<file path="src/dac_input_defs.svh">
// Constants for the serial DAC input logic: offsets, fields, resets, counts.
`ifndef DAC_INPUT_DEFS_SVH
`define DAC_INPUT_DEFS_SVH

// ****************************************
// Frame and code layout
// ****************************************
`define FRAME_BITS        5'd16
`define FRAME_LAST_BIT    5'd15
`define CODE_BITS         12
`define CODE_ZERO         12'h000

// ****************************************
// Register map (byte addresses)
// ****************************************
`define ADDR_BITS         12
`define CTRL_OFFSET       12'h000
`define STATUS_OFFSET     12'h004
`define SHIFT_OFFSET      12'h008
`define CTRL_RESET        1'b0
`define CTRL_ZERO_BIT     0
`define STAT_CHAIN_BIT    16
`define STAT_AUTO_BIT     17
`define STAT_BUSY_BIT     18
`define STAT_FULL_BIT     19
`define STAT_COUNT_LSB    20
`define READ_ZERO         32'h0000_0000

// ****************************************
// Pin resting levels, order as the pin bundle
// ****************************************
`define PIN_REST          6'h35

`endif

</file>
<file path="src/dac_input_pkg.sv">
// Types shared by the serial DAC input logic.
`default_nettype none
package dac_input_pkg;

    typedef struct packed {
        logic serialClock;
        logic frameSync_n;
        logic serialWordIn;
        logic loadStrobe_n;
        logic chainMode;
        logic zero_n;
    } pin_bundle_type;

    typedef enum logic [2:0] {
        FRAME_IDLE  = 3'b001,
        FRAME_SHIFT = 3'b010,
        FRAME_FULL  = 3'b100
    } frame_state_type;

endpackage
`default_nettype wire

</file>
<file path="src/serial_dac_input_logic.sv">
// Digital input path of a 12-bit serial DAC with an APB register slave.
//
// Summary of operation
// - Serial-in shift register under chain, sync, clock.
// - Complete word moves to DAC latch on strobe.
// - Converter code comes only from the latch.
// - Latch and converter code are twelve bits.
// - Load strobe falling edge updates the latch.
// - Strobe held low in standalone mode: load on sixteenth fall.
// - Chain-enable level picks standalone or chain mode.
// - Chain mode drives serial out, shifts each fall while sync is low.
// - Standalone takes sixteen bits, then gates clock.
// - Four ignored bits, twelve code bits MSB first.
// - Clear input low forces latch to zeros.
`default_nettype none
`include "dac_input_defs.svh"
module serial_dac_input_logic (
    input  wire logic                  clk,                 // 10 MHz clock
    input  wire logic                  reset_n,             // Async reset
    input  wire logic                  serialClock,         // Link clock pin
    input  wire logic                  frameSync_n,         // Frame sync
    input  wire logic                  serial_word_in,      // Serial data
    input  wire logic                  latch_load_strobe_n, // Load strobe
    input  wire logic                  chain_mode_select,   // Chain enable
    input  wire logic                  latch_zero_n,        // Clear input
    output logic                       chained_serial_out,  // Chain data
    output logic                       chainedOutEnable,    // Drives pin
    output logic [`CODE_BITS-1:0]      dacCode,             // Converter code
    input  wire logic                  psel,                // APB select
    input  wire logic                  penable,             // APB enable
    input  wire logic                  pwrite,              // APB direction
    input  wire logic [`ADDR_BITS-1:0] paddr,               // APB address
    input  wire logic [31:0]           pwdata,              // APB write data
    input  wire logic [3:0]            pstrb,               // APB strobes
    output logic [31:0]                prdata,              // APB read data
    output logic                       pready,              // APB ready
    output logic                       pslverr              // APB error
);
    import dac_input_pkg::*;

    // ****************************************
    // Pin synchronisation and edge detection
    // ****************************************
    pin_bundle_type rawPins;
    pin_bundle_type pins;
    pin_bundle_type prevPins;

    always_comb begin
        rawPins.serialClock  = serialClock;
        rawPins.frameSync_n  = frameSync_n;
        rawPins.serialWordIn = serial_word_in;
        rawPins.loadStrobe_n = latch_load_strobe_n;
        rawPins.chainMode    = chain_mode_select;
        rawPins.zero_n       = latch_zero_n;
    end

    pin_sync u_pin_sync (
        .clk        (clk),
        .reset_n    (reset_n),
        .rawPins    (rawPins),
        .stablePins (pins)
    );

    always_ff @(posedge clk or negedge reset_n) begin
        if (!reset_n) begin
            prevPins <= `PIN_REST;
        end else begin
            prevPins <= pins;
        end
    end

    logic sclkFall;
    logic strobeFall;
    assign sclkFall   = prevPins.serialClock & ~pins.serialClock;
    assign strobeFall = prevPins.loadStrobe_n & ~pins.loadStrobe_n;

    // ****************************************
    // Frame control and shift register
    // ****************************************
    frame_state_type       frameState;
    frame_state_type       next_frameState;
    logic [15:0]           shiftWord;
    logic [15:0]           next_shiftWord;
    logic [4:0]            bitCount;
    logic [4:0]            next_bitCount;
    logic                  autoMode;
    logic                  next_autoMode;
    logic [`CODE_BITS-1:0] latchCode;
    logic [`CODE_BITS-1:0] next_latchCode;
    logic                  next_chainedOut;
    logic                  softZero;
    logic                  next_softZero;
    logic                  startFrame;
    logic                  shiftEn;
    logic                  lastBit;
    logic                  zeroReq;
    logic [4:0]            baseCount;

    assign startFrame = (frameState == FRAME_IDLE) & ~pins.frameSync_n;
    assign baseCount  = startFrame ? 5'd0 : bitCount;
    assign shiftEn = sclkFall & ~pins.frameSync_n
                   & (pins.chainMode | startFrame
                      | (frameState == FRAME_SHIFT));
    assign lastBit = shiftEn & ~pins.chainMode
                   & (baseCount == `FRAME_LAST_BIT);
    assign zeroReq = ~pins.zero_n | softZero;

    always_comb begin
        next_frameState = frameState;
        next_bitCount   = startFrame ? 5'd0 : bitCount;
        next_autoMode   = autoMode;
        next_shiftWord  = shiftWord;
        next_latchCode  = latchCode;
        if (startFrame) begin
            next_autoMode = ~pins.loadStrobe_n;
        end
        unique case (frameState)
            FRAME_IDLE: begin
                if (!pins.frameSync_n) begin
                    next_frameState = lastBit ? FRAME_FULL : FRAME_SHIFT;
                end
            end
            FRAME_SHIFT: begin
                if (pins.frameSync_n) begin
                    next_frameState = FRAME_IDLE;
                end else if (lastBit) begin
                    next_frameState = FRAME_FULL;
                end
            end
            FRAME_FULL: begin
                if (pins.frameSync_n) begin
                    next_frameState = FRAME_IDLE;
                end
            end
            default: begin
                next_frameState = FRAME_IDLE;
            end
        endcase
        if (shiftEn) begin
            next_shiftWord = {shiftWord[14:0], pins.serialWordIn};
            if (baseCount != `FRAME_BITS) begin
                next_bitCount = baseCount + 5'd1;
            end
        end
        if (zeroReq) begin
            next_latchCode = `CODE_ZERO;
        end else if (strobeFall) begin
            next_latchCode = shiftWord[`CODE_BITS-1:0];
        end else if (lastBit && next_autoMode) begin
            next_latchCode = next_shiftWord[`CODE_BITS-1:0];
        end
        next_chainedOut = pins.chainMode & next_shiftWord[15];
    end

    always_ff @(posedge clk or negedge reset_n) begin
        if (!reset_n) begin
            frameState         <= FRAME_IDLE;
            shiftWord          <= 16'h0000;
            bitCount           <= 5'h00;
            autoMode           <= 1'b0;
            latchCode          <= `CODE_ZERO;
            chained_serial_out <= 1'b0;
            chainedOutEnable   <= 1'b0;
        end else begin
            frameState         <= next_frameState;
            shiftWord          <= next_shiftWord;
            bitCount           <= next_bitCount;
            autoMode           <= next_autoMode;
            latchCode          <= next_latchCode;
            chained_serial_out <= next_chainedOut;
            chainedOutEnable   <= pins.chainMode;
        end
    end

    assign dacCode = latchCode;

    // ****************************************
    // APB register slave
    // ****************************************
    logic        setupPhase;
    logic        accessDone;
    logic [31:0] readValue;
    logic        mapped;
    logic [31:0] next_prdata;
    logic        next_pready;
    logic        next_pslverr;

    assign setupPhase = psel & ~penable;
    assign accessDone = psel & penable & pready;

    always_comb begin
        readValue = `READ_ZERO;
        mapped    = 1'b1;
        unique case (paddr)
            `CTRL_OFFSET: begin
                readValue[`CTRL_ZERO_BIT] = softZero;
            end
            `STATUS_OFFSET: begin
                readValue[`CODE_BITS-1:0]       = latchCode;
                readValue[`STAT_CHAIN_BIT]      = pins.chainMode;
                readValue[`STAT_AUTO_BIT]       = autoMode;
                readValue[`STAT_BUSY_BIT]       = frameState == FRAME_SHIFT;
                readValue[`STAT_FULL_BIT]       = frameState == FRAME_FULL;
                readValue[`STAT_COUNT_LSB +: 5] = bitCount;
            end
            `SHIFT_OFFSET: begin
                readValue[15:0] = shiftWord;
            end
            default: begin
                mapped = 1'b0;
            end
        endcase
        next_pready   = setupPhase;
        next_pslverr  = setupPhase & ~mapped;
        next_prdata   = (setupPhase & ~pwrite) ? readValue : `READ_ZERO;
        next_softZero = softZero;
        if (accessDone && pwrite && mapped && pstrb[0]
            && (paddr == `CTRL_OFFSET)) begin
            next_softZero = pwdata[`CTRL_ZERO_BIT];
        end
    end

    always_ff @(posedge clk or negedge reset_n) begin
        if (!reset_n) begin
            prdata   <= `READ_ZERO;
            pready   <= 1'b0;
            pslverr  <= 1'b0;
            softZero <= `CTRL_RESET;
        end else begin
            prdata   <= next_prdata;
            pready   <= next_pready;
            pslverr  <= next_pslverr;
            softZero <= next_softZero;
        end
    end
endmodule
`default_nettype wire

</file>
<file path="src/pin_sync.sv">
// Three-stage synchroniser with agreement filter for the input pins.
`default_nettype none
`include "dac_input_defs.svh"
module pin_sync (
    input  wire logic                           clk,        // System clock
    input  wire logic                           reset_n,    // Async reset
    input  wire dac_input_pkg::pin_bundle_type  rawPins,    // Pin levels
    output var  dac_input_pkg::pin_bundle_type  stablePins  // Filtered
);
    import dac_input_pkg::*;

    logic [5:0] stage1;
    logic [5:0] stage2;
    logic [5:0] stage3;
    logic [5:0] level;
    logic [5:0] next_level;

    // A level is taken over only once the second and third stages agree.
    always_comb begin
        next_level = ((stage2 ~^ stage3) & stage3)
                   | ((stage2 ^ stage3) & level);
    end

    always_ff @(posedge clk or negedge reset_n) begin
        if (!reset_n) begin
            stage1 <= `PIN_REST;
            stage2 <= `PIN_REST;
            stage3 <= `PIN_REST;
            level  <= `PIN_REST;
        end else begin
            stage1 <= rawPins;
            stage2 <= stage1;
            stage3 <= stage2;
            level  <= next_level;
        end
    end

    assign stablePins = level;

endmodule
`default_nettype wire

</file>
<file path="config.mk">
export PLATFORM = sky130hd
export DESIGN_NAME = serial_dac_input_logic
export DESIGN_NICKNAME = d
export VERILOG_FILES = /design/src/dac_input_pkg.sv /design/src/serial_dac_input_logic.sv /design/src/pin_sync.sv
export VERILOG_INCLUDE_DIRS = /design/src
export SDC_FILE = /design/constraint.sdc
export NUM_CORES = 1
export LEC_CHECK = 0
export ABC_AREA = 0
export BUFFER_PORTS_ARGS = -buffer_cell sky130_fd_sc_hd__clkbuf_2
export CAP_MARGIN = 40
export CORE_MARGIN = 5
export CORE_UTILIZATION = 35
export CTS_CLUSTER_SIZE = 28
export DETAILED_ROUTE_END_ITERATION = 10
export PLACE_DENSITY = 0.55
export SLEW_MARGIN = 10
export SYNTH_ARGS = -nofsm -noshare
export SYNTH_HDL_FRONTEND = slang
export SYNTH_SLANG_ARGS = --single-unit
export TNS_END_PERCENT = 30
</file>
<file path="constraint.sdc">
create_clock -name clk -period 3.6 [get_ports clk]
set_input_delay 0.18 -clock clk [delete_from_list [all_inputs] [get_ports clk]]
set_output_delay 0.18 -clock clk [all_outputs]
set_load 0.05 [all_outputs]
</file>
[After elaboration in Yosys (flattened, before gate mapping)]
Index checks and enable logic that the tools add are counted.
Storage, ports and cells
  flip-flop bits (word level): 93
  output and inout port bits: 48
  word-level logic and storage cells: 87
Cells by class
  add/subtract/negate cells: 1
  equal/unequal tests: 10
  muxes and demuxes: 20
  bitwise operators: 29
  reduce and logical (&&, ||, !) cells: 9
Operators by type and width (count)
  $mux 12: 3
  $mux 25: 1
  $pmux 11 s2: 1
  $mux 16: 1
  $mux 3: 5
  $mux 5: 3
  $and 1x1->1: 13
  $and 6x6->6: 2
  $eq 12x3->1 const B: 1
  $eq 12x4->1 const B: 1
  $logic_not 12->1: 1
  $mux 9: 1
  $pmux 3 s3: 1
  $not 1->1: 8
  $or 6x6->6: 1
  $xnor 6x6->6: 1
  $xor 6x6->6: 1
  $add 5x1->5 const B: 1
  $eq 5x4->1 const B: 1
  $logic_and 1x1->1: 5
  $ne 5x5->1 const B: 1
  $mux 4: 1
  $eq 3x1->1 const B: 1
  $eq 3x2->1 const B: 1
  other kinds (10): 13

[Longest topological paths before layout]
Gate-level depths: netlist of run 1.
  word-level depth: 11
  depth in mapped cells: 13
  depth with buffers taken out: 11

[Cells and area by module]
Synthesis of run 1 repeated with hierarchy kept, for this count alone.
Second synthesis, totals
  cell total of the unflattened synthesis: 271
  area, all modules: 3799.9 um2
By module, submodules not included
  serial_dac_input_logic: times used 1, cells an instance 235, area an instance 3059.2 um2
  pin_sync: times used 1, cells an instance 36, area an instance 740.7 um2

[Least setup slack after synthesis of run 1]
No wires, ideal clock.
  path kind: register to register
  start: register frameState[0]
  end: register latchCode[0], in the netlist dacCode[0]
  data arrival time: 2660 ps
  data required time: 3474 ps
  slack: 814 ps
  cell stages (with the launch flop): 14
  clock period less this slack: 2786 ps
  cells stage by stage: dfstp_2 or4b_1 buf_6 nand2_1 inv_1 ha_1 nand2_1 nor2_1 ha_1 or3b_2 mux2i_4 nor3b_4 buf_6 a221o_1
On the way
  word-level cells in the longest chain between the ends: 9
  elaborated cells between the ends (all ways): 17
  classes of those cells: eq/ne: 3; mux: 6; bitwise: 6; reduce/logical: 2
Ends and longest elaborated chain
  from (decl): line serial_dac_input_logic.sv:80  | frame_state_type frameState;
  from (signal assigned): line serial_dac_input_logic.sv:165  | frameState <= next_frameState;
  $eq 3x1->1: line serial_dac_input_logic.sv:99  | assign startFrame = (frameState == FRAME_IDLE) & ~pins.frameSync_n;
  $and 1x1->1: line serial_dac_input_logic.sv:99
  $or 1x1->1: line serial_dac_input_logic.sv:102  | & (pins.chainMode | startFrame
  $or 1x1->1: line serial_dac_input_logic.sv:103  | | (frameState == FRAME_SHIFT));
  $and 1x1->1: line serial_dac_input_logic.sv:102
  $mux 16 / $and 1x1->1 (equally long branches): line serial_dac_input_logic.sv:139, serial_dac_input_logic.sv:104
  $mux 12 / $and 1x1->1 (equally long branches): line serial_dac_input_logic.sv:149, serial_dac_input_logic.sv:104
  $mux 12 / $logic_and 1x1->1 (equally long branches): line serial_dac_input_logic.sv:147, serial_dac_input_logic.sv:149
  $mux 12 / $reduce_bool 3->1 (equally long branches)
  to (signal assigned): line serial_dac_input_logic.sv:161  | latchCode <= `CODE_ZERO;
  to (signal assigned): line serial_dac_input_logic.sv:169  | latchCode <= next_latchCode;
  to (decl): line serial_dac_input_logic.sv:88  | logic [`CODE_BITS-1:0] latchCode;
Parallel ways exist; a longest one is shown, timed or not. The select of a mux whose other input is x is not followed.
A chain may end at the register's enable or synchronous reset.

[Worst setup path after layout of run 1]
Same ends and word-level chain as after synthesis.

==> reports/results.txt, run 1 <==
Outcome = complete, no violations
Final setup viols = 0
GPL Wtd Cong = 0.827
CP cell instances = or4b_1 -> nand2_1 -> inv_1 -> ha_1 -> nand2_1 -> nor2_1 -> ha_1 -> or3b_2 -> mux2i_4 -> a21oi_1 -> buf_4 -> a221o_1
Adder-cell share of the synthesized area = 3.09%
Clock Tree Buf Depth = 2
Starting Density = 35.6%
Worst path arrival time = 3.37 ns
Period utilization = 85.7%
1st-iter DRT viols = 126
Largest net degree at the start of global routing = 51
Seq cells post-synth = 93
Async S/R FF share, synth = 100%
Top cells by count, synth = dfrtp_1 (74), nand2_1 (53), and2_1 (24)
Synth Flop Type = dfrtp_1
Post-synthesis compound-gate area fraction = 10.2%
IO Pins = 107
Fmax = 324 MHz
Largest family of logic cells by synthesized area = simple AND/OR/NAND/NOR gates
Placed cell area = 0.00414 mm²
PwrDens = 512 mW/mm²
Setup Skew = 0.0120 ns
Synthesized area = 0.00365 mm²
Routed vias/inst = 4.66
Fill count = 970
Residual DRC count = 0
Floorplan row count = 37
Die width = 112 µm
DRT Pass-1 Iters = 4
DR WL/cell = 14.2 µm
Post-CTS Setup Bufs = 0
Reg-to-Reg End = dacCode[0]
Peak supply drop = 216 µV
Min-Delay Path Depth = 2
Final min period = 3.08 ns
Gate Count Post-Synth = 290
Critical path type = flip-flop to flip-flop
NumNets Final = 440
Antenna Nets Post-Route = 0
EDFF count, synth = 0
Global-route wire length before repair = 12,300 µm
Total die area = 0.0126 mm²
# clock sinks = 93
YS warnings = 0
CTS tree = built
Cell Count, Final, Fillers Out = 513
Share of layout cells above drive strength 1 = 31.3%
Pins Over Slew Limit = 0
Inst Count DP = 490
WP data required = 3.89 ns
PortBufs = 65
H-tree levels = 3
Initial antenna violation count = 0
Crit Path Max Fanout = 7
XOR/XNOR Fraction of Synth Area = 0.480%
CTS Buf Count = 9
Pleak = 2.26 nW
Normalized max-slew margin = 57.1%
Layout Utilization = 43.2%
Sequential share of the synthesized area = 64.5%
Synth unique cells = 42
Yosys top cell by area = dfrtp_1
Vias in the first global route = 2,424
Area growth from synthesis to layout = 21.2%
Worst reg2reg path depth = 12
Crit path launch type = flip-flop
Via count = 2,393
Actual transition at the worst max-transition pin = 0.643 ns
Mapped Avg Cell Area = 12.6 µm²
Post-synthesis simple-gate area fraction = 16.6%
Clk slew on worst S/H paths = 0.09 ns
Synth top area share = 50.8%
Design area = 0.00442 mm²
RSZ-0062 raised after global routing = no
Die Ht = 112 µm
Worst skew pair latency = 0.35 ns
Post-synthesis mux area share = 1.51%
Worst Setup SP = frameState[0]
Top-count cell post-synth = dfrtp_1
Global Route Usage Sum = 12.1%
R2r setup slk = 0.52 ns
# Max-Cap Violations = 0
ANT cells = 0
Grt total ovfl = 0
CP peak stage delay = 0.57 ns
Slowest cell on crit path = dfstp_2
Post-DP HPWL = 4950 µm
Post-Route WL = 7260 µm
Core Region = 0.0102 mm²
Sum Neg Setup Slack = 0 ns
HP Class = input pin to flip-flop
Worst Setup End Kind = flip-flop
Root Buffer Master = clkbuf_8
Reg2Reg Launch Point = frameState[0]
Final Hold Viols = 0
Setup crit end = dacCode[0]
Top cells by area, synth = dfrtp_1 (51%), dfstp_2 (14%), nand2_1 (5.5%), and2_1 (4.1%), a221o_1 (3.3%)
flip-flops by register name (all words and copies together), names as in the netlist, 2 cells and up:
name / flops
prdata: 25
shiftWord: 16
dacCode: 12
u_pin_sync.stablePins: 6
u_pin_sync.stage1: 6
u_pin_sync.stage2: 6
u_pin_sync.stage3: 6
bitCount: 5
frameState: 3
prevPins: 2
what timing repair did:
item,CTS,global route
hold buffers,7,0
resized for setup,0,0
endpoints found under the hold margin,49,0
cells in the final DEF, fill, tap and decap left out, types with 2 or more instances in the layout:
cell,n
a31oi_1,2
nand3b_1,2
mux2_2,2
and3b_1,2
nor4_1,4
dlygate4sd3_1,7
clkbuf_2,64
clkbuf_8,10
a21o_1,6
clkbuf_16,2
nand2_1,53
nand2b_1,5
ha_1,9
a22o_1,11
dfstp_2,19
o22ai_1,2
dfrtp_1,74
nor2_1,6
a21oi_1,3
conb_1,7
buf_4,12
inv_1,3
o21ai_0,4
a221o_1,12
nor3b_1,7
and2_1,24
xnor2_1,2
nand3_1,2
nor2b_1,3
critical path: cells and delay by family, from the launching register on:
family / cells / cell delay, ns
multiplexers: 1 / 0.06
flip-flops: 1 / 0.57
AND/OR/NAND/NOR: 5 / 1.02
AO/OA/AOI/OAI: 2 / 0.64
adder cells (fa/ha/maj): 2 / 0.42
buffers and inverters: 2 / 0.33
cell type report:
type | instances | area, µm² | share of cell area [%]
clock buffer | 13 | 191 | 4.33
clock inverter | 3 | 20.0 | 0.453
inverter | 3 | 11.3 | 0.255
multi-input combinational | 182 | 1190 | 27.0
sequential | 93 | 2350 | 53.2
tap | 136 | 170 | 3.85
timing repair buffer | 83 | 480 | 10.9
stage by stage:
stage | hold WS (ns) | worst slack, ns | total power, mW
global placement | 0.251 | 0.280 | 1.56
CTS | 0.0106 | 0.498 | 2.29
floorplan | -0.116 | 0.814 | 1.46
finish | 0.0241 | 0.517 | 2.26
detailed placement | 0.254 | 0.530 | 1.57
global route | 0.0230 | 0.311 | 2.39
power by group:
group	switching (mW)	internal (mW)
Clock	0.354	0.357
Sequential	0.0925	1.15
Combinational	0.193	0.121
Total	0.640	1.62
how the worst min path moves through the flow:
stage	slack (ns)	startpoint	end
after floorplan	-0.12	reset_n	autoMode
after global placement	0.25	reset_n	prdata[2]
after detailed placement	0.25	reset_n	dacCode[9]
after CTS	0.01	penable	pready
after global routing	0.02	penable	pready
final	0.02	penable	pready
logic make-up after synthesis:
group | count (synthesis)
AOI/OAI and AO/OA | 45
DFF | 93
adders and majority gates | 9
other | 1
buffers and inverters | 21
xor gates and xnor gates | 2
muxes | 4
and+or+nand+nor | 115
metal layers:
layer	wire [µm]	GRT usage, %	share of wire [%]
met3	473	3.50	6.5
met4	102	3.85	1.4
met2	3280	18.6	45
met1	3410	16.6	47
met5	0	0	0
Power figures use the tool's default switching activity.
==> inputs of run 2 (changes only) <==
--- a/config.mk
+++ b/config.mk
@@ -6,14 +6,14 @@
 export SDC_FILE = /design/constraint.sdc
 export NUM_CORES = 1
 export LEC_CHECK = 0
-export ABC_AREA = 0
+export ABC_AREA = 1
 export BUFFER_PORTS_ARGS = -buffer_cell sky130_fd_sc_hd__clkbuf_2
 export CAP_MARGIN = 40
 export CORE_MARGIN = 5
 export CORE_UTILIZATION = 35
 export CTS_CLUSTER_SIZE = 28
 export DETAILED_ROUTE_END_ITERATION = 10
-export PLACE_DENSITY = 0.55
+export PLACE_DENSITY = 0.54
 export SLEW_MARGIN = 10
 export SYNTH_ARGS = -nofsm -noshare
 export SYNTH_HDL_FRONTEND = slang
==> reports/results.txt, run 2 <==
Buf/Inv on CP = 2 (unchanged)
Starting Density = 35.8% (+0.17 points)
CTS Buf Count = 9 (unchanged)
Grt total ovfl = 0 (unchanged)
Post-synthesis mux area share = 0% (-1.5 points)
Outcome = complete, no violations
Global-route wire length before repair = 13,300 µm (+8.5%)
RSZ-0062 raised after global routing = no
Hold Startpoint = penable
Floorplan row count = 38 (+2.7%)
PortBufs = 65 (unchanged)
Min-Delay Path Depth = 2 (unchanged)
IO Pins = 107 (unchanged)
Synth unique cells = 33 (-21%)
Adder-cell share of the synthesized area = 2.90% (-0.19 points)
Via count = 2,803 (+17%)
Pleak = 2.41 nW (+6.8%)
CP peak stage delay = 0.61 ns (+0.04 ns)
Final min period = 2.69 ns (-0.390 ns)
Top reg by flops = prdata
Area growth from synthesis to layout = 19.6%
XOR/XNOR Fraction of Synth Area = 0.451% (-0.029 points)
Cell Count, Final, Fillers Out = 619 (+21%)
Total design power = 2.57 mW (+14%)
Reg2Reg Launch Point = u_pin_sync.stablePins[4]
1st-iter DRT viols = 79 (-37%)
Synthesized area = 0.00388 mm² (+6.4%)
Top Family by Delay on Critical Path = simple AND/OR/NAND/NOR gates
Die Ht = 115 µm (+2.9%)
Largest family of logic cells by synthesized area = simple AND/OR/NAND/NOR gates
Clock Tree Buf Depth = 2 (unchanged)
Max FFs per register = 25 (unchanged)
EDFF count, synth = 0 (unchanged)
Most frequent cells in the layout = nand2_1 (100), dfrtp_1 (74), clkbuf_2 (64)
Total die area = 0.0133 mm² (+5.9%)
Sum Neg Setup Slack = 0 ns (unchanged)
Period utilization = 74.8% (-11 points)
HP Class = input pin to flip-flop
Final setup viols = 0 (unchanged)
Antenna Nets Post-Route = 0 (unchanged)
Post-synthesis compound-gate area fraction = 6.22% (-4.0 points)
Worst skew pair latency = 0.36 ns (about the same)
Peak supply drop = 176 µV (-18%)
Largest net degree at the start of global routing = 46 (-9.8%)
Residual DRC count = 0 (unchanged)
YS warnings = 0 (unchanged)
WHS Endpoint = pready
DRT Pass-1 Iters = 4 (unchanged)
Yosys top cell by area = dfrtp_1
Sequential share of the synthesized area = 60.6% (-3.9 points)
Crit Path Max Fanout = 13 (+6)
Pins Over Slew Limit = 0 (unchanged)
Top-count cell post-synth = nand2_1
Global Route Usage Sum = 12.7% (+0.61 points)
Die width = 115 µm (+2.9%)
Final setup margin = 0.907 ns (+0.390 ns)
Pre-CTS setup slack = 0.903 ns (+0.374 ns)
NumNets Final = 542 (+23%)
Routed vias/inst = 4.53 (-2.9%)
Seq cells post-synth = 93 (unchanged)
Mapped Avg Cell Area = 9.71 µm² (-23%)
Synth top area share = 47.7% (-3.1 points)
R2r setup slk = 0.91 ns (+0.39 ns)
Top cells by area, synth = dfrtp_1 (48%), dfstp_2 (13%), nand2_1 (9.7%), nand3_1 (5.2%), inv_1 (4.1%)
Post-synthesis simple-gate area fraction = 22.3% (+5.7 points)
Root Buffer Master = clkbuf_8
Minimum hold slack = 0.0170 ns (-0.00715 ns)
Post-DP HPWL = 5390 µm (+8.9%)
GPL Wtd Cong = 0.813 (-1.8%)
Commonest non-fill, non-tap cell in the layout = nand2_1
PwrDens = 555 mW/mm² (+8.3%)
WP data required = 3.89 ns (about the same)
Worst Setup End Kind = flip-flop
Post-Route WL = 7820 µm (+7.6%)
# Max-Cap Violations = 0 (unchanged)
Crit path launch type = flip-flop
Initial antenna violation count = 0 (unchanged)
Async S/R FF share, synth = 100% (unchanged)
Top cells by count, synth = nand2_1 (100), dfrtp_1 (74), inv_1 (42)
Fill count = 1,077 (+11%)
Vias in the first global route = 2,811 (+16%)
# clock sinks = 93 (unchanged)
Actual transition at the worst max-transition pin = 0.852 ns (+0.209 ns)
DR WL/cell = 12.6 µm (-11%)
Synth Flop Type = dfrtp_1
Gate Count Post-Synth = 400 (+38%)
Share of layout cells above drive strength 1 = 23.8% (-7.5 points)
Clk slew on worst S/H paths = 0.09 ns (about the same)
CP cell instances = nor2_4 -> nor2_1 -> ha_1 -> inv_1 -> nor3_1 -> ha_1 -> inv_1 -> nor2_1 -> nand3_2 -> a21oi_4 -> nand2_1 -> nand2_1
Worst reg2reg path depth = 12 (unchanged)
Slowest cell on crit path = dfstp_2
CTS tree = built
Worst path arrival time = 2.99 ns (-0.38 ns)
Setup Skew = 0.0103 ns (-0.00178 ns)
H-tree levels = 3 (unchanged)
Normalized max-slew margin = 43.2% (-14 points)
Core Region = 0.0108 mm² (+6.0%)
Reg-to-Reg End = dacCode[0]
Final Hold Viols = 0 (unchanged)
Resized Gates After CTS = 0 (unchanged)
Fmax = 371 MHz (+14%)
Critical path type = flip-flop to flip-flop
Inst Count DP = 596 (+22%)
ANT cells = 0 (unchanged)
-- run 2: kinds of logic (layout without fill, tap and decap cells) --
| logic type | count (synthesis) | in the layout |
|---|---|---|
| AOI/OAI and AO/OA | 33 | 33 |
| xor gates and xnor gates | 2 | 2 |
| adders and majority gates | 9 | 9 |
| buffers and inverters | 66 | 139 |
| DFF | 93 | 93 |
| other | 1 | 7 |
| and+or+nand+nor | 196 | 196 |
-- run 2: worst max-delay path by stage --
stage / startpoint / to / slack, ns / cells past startpoint
3_5_place_dp: u_pin_sync.stablePins[4] / dacCode[5] / 0.90 / 12
4_1_cts: u_pin_sync.stablePins[4] / dacCode[1] / 0.86 / 12
5_1_grt: u_pin_sync.stablePins[4] / dacCode[10] / 0.57 / 12
2_1_floorplan: u_pin_sync.stablePins[4] / dacCode[10] / 1.56 / 13
3_3_place_gp: u_pin_sync.stablePins[4] / dacCode[4] / 0.92 / 12
6_report: u_pin_sync.stablePins[4] / dacCode[0] / 0.91 / 12
-- run 2: cell type report --
| type | instances | area [µm²] | area share, % |
|---|---|---|---|
| Sequential cell | 93 | 2350 | 50.6 |
| Multi-Input combinational cell | 247 | 1260 | 27.2 |
| Timing Repair Buffer | 77 | 455 | 9.81 |
| Tap cell | 140 | 175 | 3.77 |
| Inverter | 46 | 173 | 3.72 |
| Clock buffer | 11 | 141 | 3.05 |
| Clock inverter | 5 | 82.6 | 1.78 |
-- run 2: stage by stage --
stage	utilization, %	cell area, µm²
2_1_floorplan	-	3910
3_3_place_gp	39.8	4310
3_5_place_dp	40.1	4350
4_1_cts	42.8	4640
5_1_grt	42.8	4640
6_report	42.8	4640
-- run 2: where the power goes --
group	leakage [nW]	switching [mW]	internal [mW]	total [mW]
Sequential	1.15	0.0714	1.19	1.27
Combinational	1.15	0.348	0.184	0.532
Clock	0.114	0.364	0.413	0.777
-- run 2: repair_timing --
action,4_1_cts,5_1_grt
hold endpoints to repair,33,0
hold buffers,7,0
buffers inserted,0,0
-- run 2: per-layer routing --
metal / GRT usage (%) / up-vias / part of all wire [%]
met5: 0 / - / 0
li1: - / 1409 / -
met2: 19.3 / 83 / 45
met3: 2.95 / 8 / 7.1
met4: 5.48 / 0 / 1.4
met1: 17.4 / 1303 / 47
